==> config.mk <==
export PLATFORM = sky130hd
export DESIGN_NAME = eds_status_control
export DESIGN_NICKNAME = d
export VERILOG_FILES = /design/src/core/eds_pkg.sv /design/src/core/eds_burst_limit.sv /design/src/core/eds_status_control.sv
export VERILOG_INCLUDE_DIRS = /design/src /design/src/core
export SDC_FILE = /design/constraint.sdc
export NUM_CORES = 1
export LEC_CHECK = 0
export BUFFER_PORTS_ARGS = -buffer_cell sky130_fd_sc_hd__buf_2
export CORE_MARGIN = 2
export CORE_UTILIZATION = 35
export DETAILED_ROUTE_END_ITERATION = 8
export GPL_TIMING_DRIVEN = 0
export PLACE_DENSITY = 0.81
export SYNTH_ARGS = -nofsm -noshare
export SYNTH_HDL_FRONTEND = slang
export SYNTH_HIERARCHICAL = 1
export SYNTH_SLANG_ARGS = --single-unit
==> constraint.sdc <==
create_clock -name clk_sys -period 2.62 [get_ports clk_sys]
set_clock_uncertainty 0.05 [all_clocks]
set_input_delay 0.262 -clock clk_sys [delete_from_list [all_inputs] [get_ports clk_sys]]
set_output_delay 0.262 -clock clk_sys [all_outputs]
set_load 0.01 [all_outputs]
==> src/core/eds_regs.svh <==
// Offsets, field positions, reset values and constants of the DMA status/control register
`ifndef EDS_REGS_SVH
`define EDS_REGS_SVH
`define EDS_OFF_STATUS_CONTROL 12'h000
`define EDS_TX_DEPTH_HI        31
`define EDS_TX_DEPTH_LO        28
`define EDS_TX_WIDTH_HI        27
`define EDS_TX_WIDTH_LO        26
`define EDS_TX_CHAN_HI         25
`define EDS_TX_CHAN_LO         24
`define EDS_RX_DEPTH_HI        23
`define EDS_RX_DEPTH_LO        20
`define EDS_RX_WIDTH_HI        19
`define EDS_RX_WIDTH_LO        18
`define EDS_RX_CHAN_HI         17
`define EDS_RX_CHAN_LO         16
`define EDS_REV_HI             15
`define EDS_REV_LO             8
`define EDS_TX_BURST_HI        7
`define EDS_TX_BURST_LO        6
`define EDS_RX_BURST_HI        5
`define EDS_RX_BURST_LO        4
`define EDS_LOOPBACK_BIT       1
`define EDS_SOFT_RESET_BIT     0
`define EDS_RST_BURST          2'h0
`define EDS_RST_LOOPBACK       1'h0
`define EDS_RST_SOFT_RESET     1'h1
`define EDS_DEF_DEPTH          4'h4
`define EDS_DEF_WIDTH          2'h2
`define EDS_DEF_CHAN           2'h2
`define EDS_DEF_REV            8'h01
`endif

==> src/core/eds_pkg.sv <==
// Types shared by the DMA status/control block
package eds_pkg;
  typedef enum logic [1:0] {
    EDS_BURST_INCR16 = 2'b00,
    EDS_BURST_INCR8  = 2'b01,
    EDS_BURST_INCR4  = 2'b10,
    EDS_BURST_SINGLE = 2'b11
  } eds_burst_t;

  typedef enum logic [1:0] {
    EDS_RUN       = 2'b00,
    EDS_DRAINING  = 2'b01,
    EDS_HELD      = 2'b10
  } eds_rst_state_t;
endpackage : eds_pkg

==> src/core/eds_burst_limit.sv <==
// Burst length limiter for one DMA direction
module eds_burst_limit
  import eds_pkg::*;
(
  input  wire logic       clk_sys,
  input  wire logic       arst_n,
  input  wire logic [1:0] burst_code,
  input  wire logic       desc_fetch,
  output logic      [4:0] max_beats_r
);
  typedef struct packed {
    logic [4:0] beats;
  } eds_bl_state_t;

  eds_bl_state_t st_r;
  eds_bl_state_t st_nxt;

  function automatic logic [4:0] eds_beats(input logic [1:0] code);
    case (code)
      EDS_BURST_INCR16: eds_beats = 5'h10;
      EDS_BURST_INCR8:  eds_beats = 5'h08;
      EDS_BURST_INCR4:  eds_beats = 5'h04;
      default:          eds_beats = 5'h01;
    endcase
  endfunction : eds_beats

  always_comb begin
    st_nxt = st_r;
    // Descriptor fetches keep their own fixed length
    if (desc_fetch) begin
      st_nxt.beats = 5'h10;
    end else begin
      st_nxt.beats = eds_beats(burst_code);
    end
  end

  always_ff @(posedge clk_sys or negedge arst_n) begin
    if (!arst_n) begin
      // Matches the burst field reset code 00, so no zero-beat window
      st_r.beats <= 5'h10;
    end else begin
      st_r <= st_nxt;
    end
  end

  assign max_beats_r = st_r.beats;
endmodule : eds_burst_limit

==> src/core/eds_status_control.sv <==
// DMA status/control register with APB slave, soft reset and burst limits
`include "eds_regs.svh"

module eds_status_control
  import eds_pkg::*;
#(
  parameter logic [3:0] TX_DEPTH_CODE = `EDS_DEF_DEPTH,
  parameter logic [3:0] RX_DEPTH_CODE = `EDS_DEF_DEPTH,
  parameter logic [1:0] TX_WIDTH_CODE = `EDS_DEF_WIDTH,
  parameter logic [1:0] RX_WIDTH_CODE = `EDS_DEF_WIDTH,
  parameter logic [1:0] TX_CHAN_CODE  = `EDS_DEF_CHAN,
  parameter logic [1:0] RX_CHAN_CODE  = `EDS_DEF_CHAN,
  // Revision value is arbitrary
  parameter logic [7:0] REVISION_CODE = `EDS_DEF_REV
) (
  input  wire logic        clk_sys,
  input  wire logic        arst_n,
  input  wire logic        psel,
  input  wire logic        penable,
  input  wire logic        pwrite,
  input  wire logic [11:0] paddr,
  input  wire logic [31:0] pwdata,
  input  wire logic [3:0]  pstrb,
  output logic             pready,
  output logic      [31:0] prdata,
  output logic             pslverr,
  input  wire logic        ahb_queue_busy,
  input  wire logic        tx_desc_fetch,
  input  wire logic        rx_desc_fetch,
  output logic             mac_dma_rst_r,
  output logic             loopback_select,
  output logic      [4:0]  tx_max_beats,
  output logic      [4:0]  rx_max_beats
);
  typedef struct packed {
    logic [31:0]    rdata;
    logic           ready;
    logic           slverr;
    logic [1:0]     tx_burst;
    logic [1:0]     rx_burst;
    logic           loopback;
    logic           soft_reset_hold;
    eds_rst_state_t rst_state;
    logic           core_rst;
  } eds_state_t;

  eds_state_t st_r;
  eds_state_t st_nxt;

  logic access;
  logic hit;

  function automatic logic [31:0] eds_read_word(input eds_state_t s);
    logic [31:0] w;
    w = 32'h0000_0000;
    w[`EDS_TX_DEPTH_HI:`EDS_TX_DEPTH_LO] = TX_DEPTH_CODE;
    w[`EDS_TX_WIDTH_HI:`EDS_TX_WIDTH_LO] = TX_WIDTH_CODE;
    w[`EDS_TX_CHAN_HI:`EDS_TX_CHAN_LO]   = TX_CHAN_CODE;
    w[`EDS_RX_DEPTH_HI:`EDS_RX_DEPTH_LO] = RX_DEPTH_CODE;
    w[`EDS_RX_WIDTH_HI:`EDS_RX_WIDTH_LO] = RX_WIDTH_CODE;
    w[`EDS_RX_CHAN_HI:`EDS_RX_CHAN_LO]   = RX_CHAN_CODE;
    w[`EDS_REV_HI:`EDS_REV_LO]           = REVISION_CODE;
    w[`EDS_TX_BURST_HI:`EDS_TX_BURST_LO] = s.tx_burst;
    w[`EDS_RX_BURST_HI:`EDS_RX_BURST_LO] = s.rx_burst;
    w[`EDS_LOOPBACK_BIT]                 = s.loopback;
    w[`EDS_SOFT_RESET_BIT]               = s.soft_reset_hold;
    return w;
  endfunction : eds_read_word

  assign access = psel && penable && !st_r.ready;
  assign hit    = (paddr == `EDS_OFF_STATUS_CONTROL);

  always_comb begin
    st_nxt        = st_r;
    st_nxt.ready  = 1'b0;
    st_nxt.slverr = 1'b0;
    // One wait state: answer lands in the cycle after the first access cycle
    if (access) begin
      st_nxt.ready  = 1'b1;
      st_nxt.slverr = !hit;
      st_nxt.rdata  = 32'h0000_0000;
      if (hit && !pwrite) begin
        st_nxt.rdata = eds_read_word(st_r);
      end
      // Only writable fields take data, per byte lane
      if (hit && pwrite && pstrb[0]) begin
        st_nxt.tx_burst = pwdata[`EDS_TX_BURST_HI:`EDS_TX_BURST_LO];
        st_nxt.rx_burst = pwdata[`EDS_RX_BURST_HI:`EDS_RX_BURST_LO];
        st_nxt.loopback = pwdata[`EDS_LOOPBACK_BIT];
        st_nxt.soft_reset_hold = pwdata[`EDS_SOFT_RESET_BIT];
      end
    end
    // Except at arst_n and from an illegal state, reset asserts only once the master queue is
    // empty, so no bus transfer is cut in half; release is immediate.
    case (st_r.rst_state)
      EDS_RUN: begin
        if (st_r.soft_reset_hold) begin
          st_nxt.rst_state = EDS_DRAINING;
        end
      end
      EDS_DRAINING: begin
        if (!st_r.soft_reset_hold) begin
          st_nxt.rst_state = EDS_RUN;
        end else if (!ahb_queue_busy) begin
          st_nxt.rst_state = EDS_HELD;
          st_nxt.core_rst  = 1'b1;
        end
      end
      EDS_HELD: begin
        if (!st_r.soft_reset_hold) begin
          st_nxt.rst_state = EDS_RUN;
          st_nxt.core_rst  = 1'b0;
        end
      end
      default: begin
        st_nxt.rst_state = EDS_HELD;
        st_nxt.core_rst  = 1'b1;
      end
    endcase
  end

  always_ff @(posedge clk_sys or negedge arst_n) begin
    if (!arst_n) begin
      st_r.rdata           <= 32'h0000_0000;
      st_r.ready           <= 1'b0;
      st_r.slverr          <= 1'b0;
      st_r.tx_burst        <= `EDS_RST_BURST;
      st_r.rx_burst        <= `EDS_RST_BURST;
      st_r.loopback        <= `EDS_RST_LOOPBACK;
      st_r.soft_reset_hold <= `EDS_RST_SOFT_RESET;
      st_r.rst_state       <= EDS_HELD;
      st_r.core_rst        <= 1'b1;
    end else begin
      st_r <= st_nxt;
    end
  end

  assign pready          = st_r.ready;
  assign prdata          = st_r.rdata;
  assign pslverr         = st_r.slverr;
  assign mac_dma_rst_r   = st_r.core_rst;
  assign loopback_select = st_r.loopback;

  eds_burst_limit u_tx_limit (
    .clk_sys     (clk_sys),
    .arst_n      (arst_n),
    .burst_code  (st_r.tx_burst),
    .desc_fetch  (tx_desc_fetch),
    .max_beats_r (tx_max_beats)
  );

  eds_burst_limit u_rx_limit (
    .clk_sys     (clk_sys),
    .arst_n      (arst_n),
    .burst_code  (st_r.rx_burst),
    .desc_fetch  (rx_desc_fetch),
    .max_beats_r (rx_max_beats)
  );
endmodule : eds_status_control

# [After elaboration in Yosys (flattened, before gate mapping)]
# Cells that the tools add are included.
[op_classes] mux=14 bitwise=1 reduce_logical=15 eq_ne=11
[ops] cell="two-way mux 31 bit" n=1
[ops] cell="one-hot mux 5 bit (3 select lines)" n=2
[ops] cell="zero test 12 bit" n=1
[ops] cell="two-way mux 5 bit" n=2
[ops] cell="two-way mux 8 bit" n=1
[ops] cell="inequality test 2 bit, second input constant" n=4
[ops] cell="equality test 2 x 1 -> 1 bit, second input constant" n=3
[ops] cell="equality test 2 bit, second input constant" n=3
[ops] cell="zero test 2 bit" n=3
[ops] cell="two-way mux 3 bit" n=2
[ops] cell="two-way mux 6 bit" n=1
[ops] cell="one-hot mux 2 bit (3 select lines)" n=1
[ops] cell="logical AND 1 bit" n=5
[ops] cell="two-way mux 2 bit" n=2
[ops] cell="AND reduction 4 bit" n=1
[ops] cell="zero test 1 bit" n=3
[ops] cell="inequality test 3 bit, second input constant" n=1
[ops] cell="one-hot mux 1 bit (3 select lines)" n=1
[ops] cell="AND reduction 3 bit" n=1
[ops] cell="AND reduction 2 bit" n=1
[ops] cell="two-way mux 1 bit" n=1
[ops] cell="NOT 1 bit" n=1
[word_totals] word_cells=52 reg_bits=52

# [Logic depth before layout (Yosys ltp)]
# Gate-level depths: netlist of the first run.
[depth] depth_word=5 ltp_mapped=5 depth_no_buf=5

# [By module]
# Netlist of the first run, hierarchy kept.
[modules_own_cells] mod="eds_status_control" area_per_inst_um2=1042.2 cells_per_inst=83 n_inst=1
[modules_own_cells] mod="eds_burst_limit" area_per_inst_um2=145.1 cells_per_inst=10 n_inst=2

# [Worst setup path before layout of the first run]
# OpenSTA, ideal clock, no wires.
[synth_path] kind="register to register" startpoint="reg st_r (netlist bit pready)" endpoint="reg st_r (netlist bit loopback_select)" setup_ns=0.125 path_slack_ns=1.132 arrival_time_ns=1.312 required_time_ns=2.445 path_stages_with_launch=6 path_cell_list="dfrtp_1 -> nand3b_4 -> inv_2 -> nand4_4 -> nor2_8 -> mux2_4"
[synth_via] elab_chain_cells=3
[synth_lines] item="start: declaration" line_no="eds_status_control.sv:47" text="eds_state_t st_r;"
[synth_lines] item="start signal: assignment" line_no="eds_status_control.sv:134" text="st_r <= st_nxt;"
[synth_lines] item="zero test 1 bit" line_no="eds_status_control.sv:70" text="assign access = psel && penable && !st_r.ready;"
[synth_lines] item="logical AND 1 bit" line_no="eds_status_control.sv:70"
[synth_lines] item="net access" line_no="eds_status_control.sv:50" text="logic access;"
[synth_lines] item="AND reduction 2 bit (no source line)"
# The timed path passes the listed nets, and every way through them passes these cells.
# A chain may end at the register's enable or synchronous reset.

# [Worst setup path in the final report of the first run]
[layout_path] startpoint="reg st_r (netlist bit pready)" endpoint="reg st_r[5] (netlist name)"
# Same word-level chain as after synthesis.

==> impl_metrics.ini, run 1 <==
[synthesis]
ys_top_cells_by_area = dfrtp_1 (39%), buf_4 (19%), dfstp_2 (9.9%), mux2_4 (6.8%), nor4_4 (4.8%)
synth_edf_count = 0
yosys.area.top_type = dfrtp_1
ys_ff_latch = 26
syn-cell-area_um2 = 1330
synthFlopType = dfrtp_1
avgSynthCellArea_um2 = 12.9
async_flop_share_pct = 100
synth_cells = 103
yosysUniqueCellTypes = 23
ys_seq_area_share_pct = 49.3
yosysTopAreaCellShare_pct = 39.4
synth_most_common_cell = buf_4
synth_common_cells = buf_4 (34), dfrtp_1 (21), a22o_1 (6), mux2_4 (6), dfstp_2 (5)
ys_warn_count = 6

[cts]
cts_resized = 0
clk_pin_slew_ns = 0.09
cts_setup_buffers = 0
clock_latency_ns = 0.26
cts_buffers = 3
htree_num_levels = 1
cts_tree = built
cts-hold-fix-buffers = 1
cts_sinks = 26
cts_max_path_buffers = 2
cts_root_buf = clkbuf_8

[floorplanning]
die_w_um = 65.7
rows = 22
initial_core_util_pct = 36.4
die_area_um2 = 4320
die_y_um = 65.7
ios = 102
fp.coreArea_um2 = 3660

[placed_design]
place_congestion = 0.617
hpwlAfterDp_um = 1750
portBuffers = 51
dp.cells = 220
pre_cts_slack_ns = 0.963
dpl_cell_area_um2 = 1720

[worst_setup_path]
arrival_ns = 1.66
critical_path.endpoint_type = flip-flop
setup.worst_path.start_class = flip-flop
cp.required_ns = 2.73
crit_fanout = 9
crit_type = reg -> reg

[final_layout]
nNetsFinal = 234
final_cells = 225
drive_gt1_share_pct = 62.1
fin_area_um2 = 1800
area_delta_synth_final_pct = 34.8
antennaDiodeCount = 0
fillers = 351

[global_route]
grtUsageTotal_pct = 11.1
grt_overflow = 0
grt_pass1_vias = 855
grt_pass1_wl_um = 3670
antenna_found_initial = 0
grt_max_degree = 27

[routing]
viasPerCell = 3.99
routed-via-count = 897
routed_wl_um = 2170
first_pass_iters = 3
routedWlPerCell_um = 9.63
dr.first_iter.drc_count = 9
drc = 0
ant_nets = 0

[hold_path]
min-delay-path-class = in -> reg

[power]
totalPowerFinal_uw = 815
power_density_nw_per_um2 = 454
power_leakage_uw = 0.00107
ir_worst_vdd_mv = 0.225

[timing]
tns_ns = 0
worstMarginPinSlew_ns = 0.552
setup_ws_ns = 1.06
clock.fmax_mhz = 642
hold_viol = 0
rsz0062_at_grt = false
slew_headroom_pct = 63.2
slew_viol_final = 0
setup_viol = 0
period_share_pct = 59.5
min_period_ns = 1.56

[status]
outcome = finished, final reports clean

[run]
cap_violations = 0
## stage by stage
stage / utilization [%] / hold slack (ns)
global placement: 46.9 / 0.232
global route: 49.1 / 0.126
detailed placement: 46.9 / 0.236
finish: 49.1 / 0.131
CTS: 49.1 / 0.125
floorplan: - / -0.0836
## state kept, by name, indices dropped and copies added (netlist names)
signal                  flops
prdata                      7
st_r                        7
u_rx_limit/max_beats_r      4
u_tx_limit/max_beats_r      4
loopback_select             1
mac_dma_rst_r               1
pready                      1
pslverr                     1
## logic make-up after synthesis
logic type	share of synthesized area (%)
flip-flops	49.3
buffers and inverters	19.7
multiplexers	6.76
AO/OA/AOI/OAI	6.85
other	0.845
AND/OR/NAND/NOR	16.5
## critical path: stages, from the launching register on
cell	delay, ns
dfrtp_1	0.38
nand3b_4	0.22
inv_2	0.11
nand4_4	0.13
nor2_8	0.24
mux2_4	0.31
## routing by layer
layer  GRT usage, %  vias to the layer above  routed length (um)
li1               -                      438                   -
met1           13.2                      417                 877
met2           19.6                       40                1110
met3           2.23                        2                 168
met4           3.91                        0                  13
met5              0                        -                   0
## worst paths after layout
| path | end | cells past startpoint | slack [ns] | startpoint |
|---|---|---|---|---|
| max reg2reg | st_r[5]$_DFFE_PN0P_ | 5 | 1.06 | pready$_DFF_PN0_ |
| max in group asynchronous | mac_dma_rst_r$_DFFE_PN1P_ | 2 | 1.68 | arst_n |
| min | u_rx_limit/max_beats_r[3]$_DFF_PN0_ | 2 | 0.13 | rx_desc_fetch |
| min reg2reg | st_r[2]$_DFFE_PN1P_ | 2 | 0.42 | st_r[2]$_DFFE_PN1P_ |
| min in group asynchronous | u_rx_limit/max_beats_r[3]$_DFF_PN0_ | 2 | 0.46 | arst_n |
| max | st_r[5]$_DFFE_PN0P_ | 5 | 1.06 | pready$_DFF_PN0_ |
## report_power, final
part / internal (uW) / switching (uW)
registers: 403 / 0.658
logic: 41.9 / 44.8
clock network: 204 / 121
total: 649 / 166
## placed cells by master (no fill, tap or decap), drive strengths merged
master,instances
dfrtp,21
mux2,6
o21bai,2
nand4,1
conb,21
nand2b,1
inv,2
nor3b,4
nand3b,1
nor2b,1
a31oi,1
o21ai,2
clkbuf,3
buf,85
dlygate4sd3,1
and3b,2
a22o,6
nor2,2
and3,1
bufinv,1
nand2,4
nor4,3
dfstp,5
a21o,1
## area by class of cell
class,instances,area (um^2),area share [%]
Clock inverter,1,30.0,1.67
Buffer,34,255,14.2
Clock buffer,3,41.3,2.30
Timing Repair Buffer,52,265,14.8
Inverter,2,7.51,0.418
Tap cell,48,60.1,3.34
Multi-Input combinational cell,59,480,26.7
Sequential cell,26,657,36.6
Power figures use the tool's default switching activity.
==> inputs of run 2 (changes only) <==
clock period = 1.6 ns   (was 2.62 ns; I/O delays follow)
==> run 2 against run 1 <==
Against the previous run: first-iteration DRC count up 22%; critical path depth unchanged; sequential power up 64%; non-clock buffer count up 3; utilization up 0.62 points; design area up 1.3%; power up 64%; sequential cell count unchanged.
==> impl_metrics.ini, run 2 (synthesized netlist as in run 1, its figures left out) <==
[routing]
first_pass_iters = 3
routedWlPerCell_um = 9.49
viasPerCell = 3.97
routed_wl_um = 2160
drc = 0
dr.first_iter.drc_count = 11
routed-via-count = 905
ant_nets = 0

[cts]
cts_max_path_buffers = 2
cts_sinks = 26
cts_root_buf = clkbuf_8
htree_num_levels = 1
clock_latency_ns = 0.26
cts_resized = 0
clk_pin_slew_ns = 0.09
cts_buffers = 3
cts_tree = built

[floorplanning]
ios = 102
die_area_um2 = 4320
initial_core_util_pct = 36.4
rows = 22
die_w_um = 65.7
fp.coreArea_um2 = 3660
die_y_um = 65.7

[timing]
min_period_ns = 1.45
rsz0062_at_grt = false
worstMarginPinSlew_ns = 0.552
slew_headroom_pct = 63.2
slew_viol_final = 0
hold_viol = 0
period_share_pct = 90.5
clock.fmax_mhz = 691
tns_ns = 0
setup_viol = 0
setup_ws_ns = 0.152

[worst_setup_path]
crit_fanout = 6
critical_path.endpoint_type = flip-flop
crit_buf_inv = 1
path_cells = nand3b_4 > inv_2 > nand4_4 > nor2_8 > mux2_4
cp.required_ns = 1.71
slowest_delay_ns = 0.38
path_delay_family = simple AND/OR/NAND/NOR gates
slowest_stage = dfrtp_1
arrival_ns = 1.55
crit_type = reg -> reg
setup.worst_path.start_class = flip-flop

[final_layout]
drive_gt1_share_pct = 62.8
final_cells = 228
area_delta_synth_final_pct = 36.5
nNetsFinal = 237
antennaDiodeCount = 0
layout_commonest_cell = buf_2
mostFrequentLayoutCells = buf_2 (51), buf_4 (37), conb_1 (21), dfrtp_1 (21)

[global_route]
grt_overflow = 0
grt_max_degree = 27
grt_pass1_vias = 855
antenna_found_initial = 0
grt_pass1_wl_um = 3670
grtUsageTotal_pct = 11.1

[hold_path]
min-delay-path-class = in -> reg

[power]
totalPowerFinal_uw = 1340
power_leakage_uw = 0.00108
ir_worst_vdd_mv = 0.369
power_density_nw_per_um2 = 736

[placed_design]
dp.cells = 220
pre_cts_slack_ns = 0.0285
portBuffers = 51
hpwlAfterDp_um = 1750
place_congestion = 0.617

[run]
cap_violations = 0

[status]
outcome = finished, final reports clean
## run 2: area by class of cell
type	instances	area (um^2)
Timing Repair Buffer	55	288
Sequential cell	26	657
Fill cell	352	1840
Multi-Input combinational cell	59	480
Tap cell	48	60.1
Clock buffer	3	41.3
Inverter	2	7.51
Clock inverter	1	30.0
Buffer	34	255
## run 2: power breakdown
group          leakage (uW)  internal (uW)  switching, uW
logic              0.000702           73.6           74.1
registers          0.000344            660           1.07
clock network     0.0000357            334            196
total               0.00108           1070            271
## run 2: metal layers
| metal | GRT usage (%) | vias up | wire (um) |
|---|---|---|---|
| met4 | 3.91 | 0 | 13 |
| met3 | 2.23 | 2 | 168 |
| met1 | 13.2 | 418 | 862 |
| met2 | 19.6 | 40 | 1120 |
| li1 | - | 445 | - |
| met5 | 0 | - | 0 |
## run 2: through the flow
stage,utilization [%],hold slack [ns],cell area [um^2]
2_1_floorplan,-,-0.186,1400
3_3_place_gp,46.9,0.130,1720
3_5_place_dp,46.9,0.134,1720
4_1_cts,49.1,0.0232,1800
5_1_grt,49.7,0.0236,1820
6_report,49.7,0.0295,1820
## run 2: worst paths after layout
check / from / to / slack, ns / depth (start not counted)
worst max-delay path: pready$_DFF_PN0_ / st_r[5]$_DFFE_PN0P_ / 0.15 / 5
worst min-delay path: rx_desc_fetch / u_rx_limit/max_beats_r[3]$_DFF_PN0_ / 0.03 / 2
worst max register to register: pready$_DFF_PN0_ / st_r[5]$_DFFE_PN0P_ / 0.15 / 5
worst min register to register: st_r[2]$_DFFE_PN1P_ / st_r[2]$_DFFE_PN1P_ / 0.42 / 2
max in group asynchronous: arst_n / st_r[2]$_DFFE_PN1P_ / 0.76 / 2
min in group asynchronous: arst_n / u_rx_limit/max_beats_r[3]$_DFF_PN0_ / 0.36 / 2
## run 2: timing repair
| action | in CTS | in global routing |
|---|---|---|
| setup endpoints to repair | 0 | 5 |
| setup buffers | 0 | 3 |
| hold endpoints to repair | 21 | 0 |
| hold buffers | 1 | 0 |
## run 2: worst register-to-register path, cell delays in order (launching register included)
cell and delay [ns]:
dfrtp_1 0.38, nand3b_4 0.17, inv_2 0.08, nand4_4 0.13, nor2_8 0.21, mux2_4 0.32
==> inputs of run 3 (changes only) <==
PLACE_DENSITY = 0.82   (was 0.81)
SYNTH_HIERARCHICAL = default   (was 1)
==> run 3 against run 2 <==
Against the previous run: worst hold slack improved by 0.038 ns; clock power fell by 41%; largest cell class unchanged; count of clock-buffer cells in the layout rose by 1; critical path type unchanged.
==> impl_metrics.ini, run 3 <==
[power]
totalPowerFinal_uw = 1130
ir_worst_vdd_mv = 0.265
power_leakage_uw = 0.00106
power_density_nw_per_um2 = 628

[synthesis]
synth_cells = 102
async_flop_share_pct = 100
ys_ff_latch = 26
synth_most_common_cell = buf_4
ys_seq_area_share_pct = 52.4
synth_common_cells = buf_4 (34), dfrtp_1 (21), a22o_1 (6), mux2_1 (6), dfstp_2 (5)
yosysTopAreaCellShare_pct = 41.9
synth_edf_count = 0
avgSynthCellArea_um2 = 12.3
ys_top_cells_by_area = dfrtp_1 (42%), buf_4 (20%), dfstp_2 (10%), mux2_1 (5.4%), a22o_1 (4.2%)
synthFlopType = dfrtp_1
yosys.area.top_type = dfrtp_1
syn-cell-area_um2 = 1250
ys_warn_count = 0
yosysUniqueCellTypes = 23

[timing]
hold_viol = 0
clock.fmax_mhz = 654
period_share_pct = 95.6
slew_viol_final = 0
worstMarginPinSlew_ns = 0.545
rsz0062_at_grt = true
min_period_ns = 1.53
slew_headroom_pct = 63.7
setup_viol = 0

[floorplanning]
rows = 21
die_y_um = 63.9
die_area_um2 = 4080
die_w_um = 63.9
ios = 102
initial_core_util_pct = 37.0
fp.coreArea_um2 = 3390

[routing]
routed-via-count = 919
first_pass_iters = 3
viasPerCell = 3.91
routedWlPerCell_um = 9.32
drc = 0
ant_nets = 0
routed_wl_um = 2190
dr.first_iter.drc_count = 29

[cts]
cts_max_path_buffers = 2
clock_latency_ns = 0.31
cts_tree = built
cts_root_buf = clkbuf_4
clk_pin_slew_ns = 0.13
htree_num_levels = 1
cts_buffers = 3
cts_sinks = 26

[global_route]
grt_pass1_vias = 795
antenna_found_initial = 0
grt_overflow = 0
grt_pass1_wl_um = 3340
grt_max_degree = 27
grtUsageTotal_pct = 10.6

[worst_setup_path]
crit_buf_inv = 1
slowest_stage = dfrtp_1
path_delay_family = simple AND/OR/NAND/NOR gates
slowest_delay_ns = 0.40
arrival_ns = 1.68
setup.worst_path.start_class = flip-flop
critical_path.endpoint_type = flip-flop
crit_fanout = 6
cp.required_ns = 1.75
crit_type = reg -> reg
path_cells = nand3b_4 > inv_1 > nand4_1 > nor2_4 > mux2_1

[final_layout]
layout_commonest_cell = buf_2
final_cells = 235
drive_gt1_share_pct = 55.0
area_delta_synth_final_pct = 43.1
fillers = 303
antennaDiodeCount = 0
nNetsFinal = 246
mostFrequentLayoutCells = buf_2 (51), buf_4 (37), conb_1 (21), dfrtp_1 (21), dlygate4sd3_1 (9)

[run]
cap_violations = 0

[placed_design]
dp.cells = 219
place_congestion = 0.727
portBuffers = 51
hpwlAfterDp_um = 1680

[status]
outcome = finished, final reports clean

[hold_path]
min-delay-path-class = in -> reg
-- run 3: worst reg2reg max path: stages, from the launching register on --
cell and delay (ns):
dfrtp_1 0.40, nand3b_4 0.17, inv_1 0.07, nand4_1 0.12
nor2_4 0.26, mux2_1 0.34
-- run 3: kinds of logic after synthesis --
kind of cell / after synthesis / share of synthesized area [%]
other: 1 / 0.299
DFF: 26 / 52.4
muxes: 6 / 5.39
and+or+nand+nor: 21 / 13.7
AOI/OAI and AO/OA: 12 / 7.29
buffers and inverters: 36 / 21.0
-- run 3: timing repair --
| item | CTS | global route |
|---|---|---|
| endpoints found under the hold margin | 31 | 0 |
| hold buffers | 9 | 0 |
| gates resized for setup | 0 | 1 |
| setup buffers | 0 | 3 |
| setup endpoints to repair | 0 | 6 |
-- run 3: path summary, 6_finish.rpt --
check,startpoint,cells after the start,end,slack (ns)
worst max-delay path,pready$_DFF_PN0_,5,st_r[8]$_DFFE_PN0P_,0.07
worst min-delay path,psel,3,pslverr$_DFF_PN0_,0.07
worst max register to register,pready$_DFF_PN0_,5,st_r[8]$_DFFE_PN0P_,0.07
worst min register to register,st_r[2]$_DFFE_PN1P_,2,st_r[2]$_DFFE_PN1P_,0.43
max in group asynchronous,arst_n,2,st_r[2]$_DFFE_PN1P_,0.82
min in group asynchronous,arst_n,2,prdata[7]$_DFFE_PN0P_,0.30
-- run 3: where the power goes --
group | leakage, uW | internal [uW] | total (uW) | switching [uW]
logic | 0.000699 | 83.7 | 152 | 68.2
clock network | 0.0000210 | 139 | 313 | 175
registers | 0.000344 | 661 | 662 | 1.12
total | 0.00106 | 883 | 1130 | 244
-- run 3: final cells by class --
cell class                 instances  area, um^2  area share [%]
tap                               46        57.6            3.21
sequential                        26         657            36.6
inverter                           2        7.51           0.418
buffer                            34         255            14.2
timing repair buffer              63         368            20.5
multi-input combinational         60         413            23.0
clock buffer                       4        36.3            2.02
-- run 3: through the flow --
step,cell area (um^2),setup TNS (ns),hold slack (ns),setup slack [ns],utilization [%]
after floorplan,1330,0,-0.186,0.120,-
after global placement,1640,0,0.119,0.0285,48.4
after detailed placement,1640,0,0.122,0.00448,48.4
after CTS,1770,0,0.0540,0.00139,52.2
after global routing,1790,-0.0356,0.0478,-0.0142,52.9
final,1790,0,0.0673,0.0710,52.9
-- run 3: per-layer routing --
layer / up-vias / track usage (%) / wire (um)
met1: 412 / 11.5 / 828
met4: 0 / 4.08 / 0
met5: - / 0 / 0
met2: 38 / 19.1 / 1180
li1: 469 / - / -
met3: 0 / 2.99 / 182
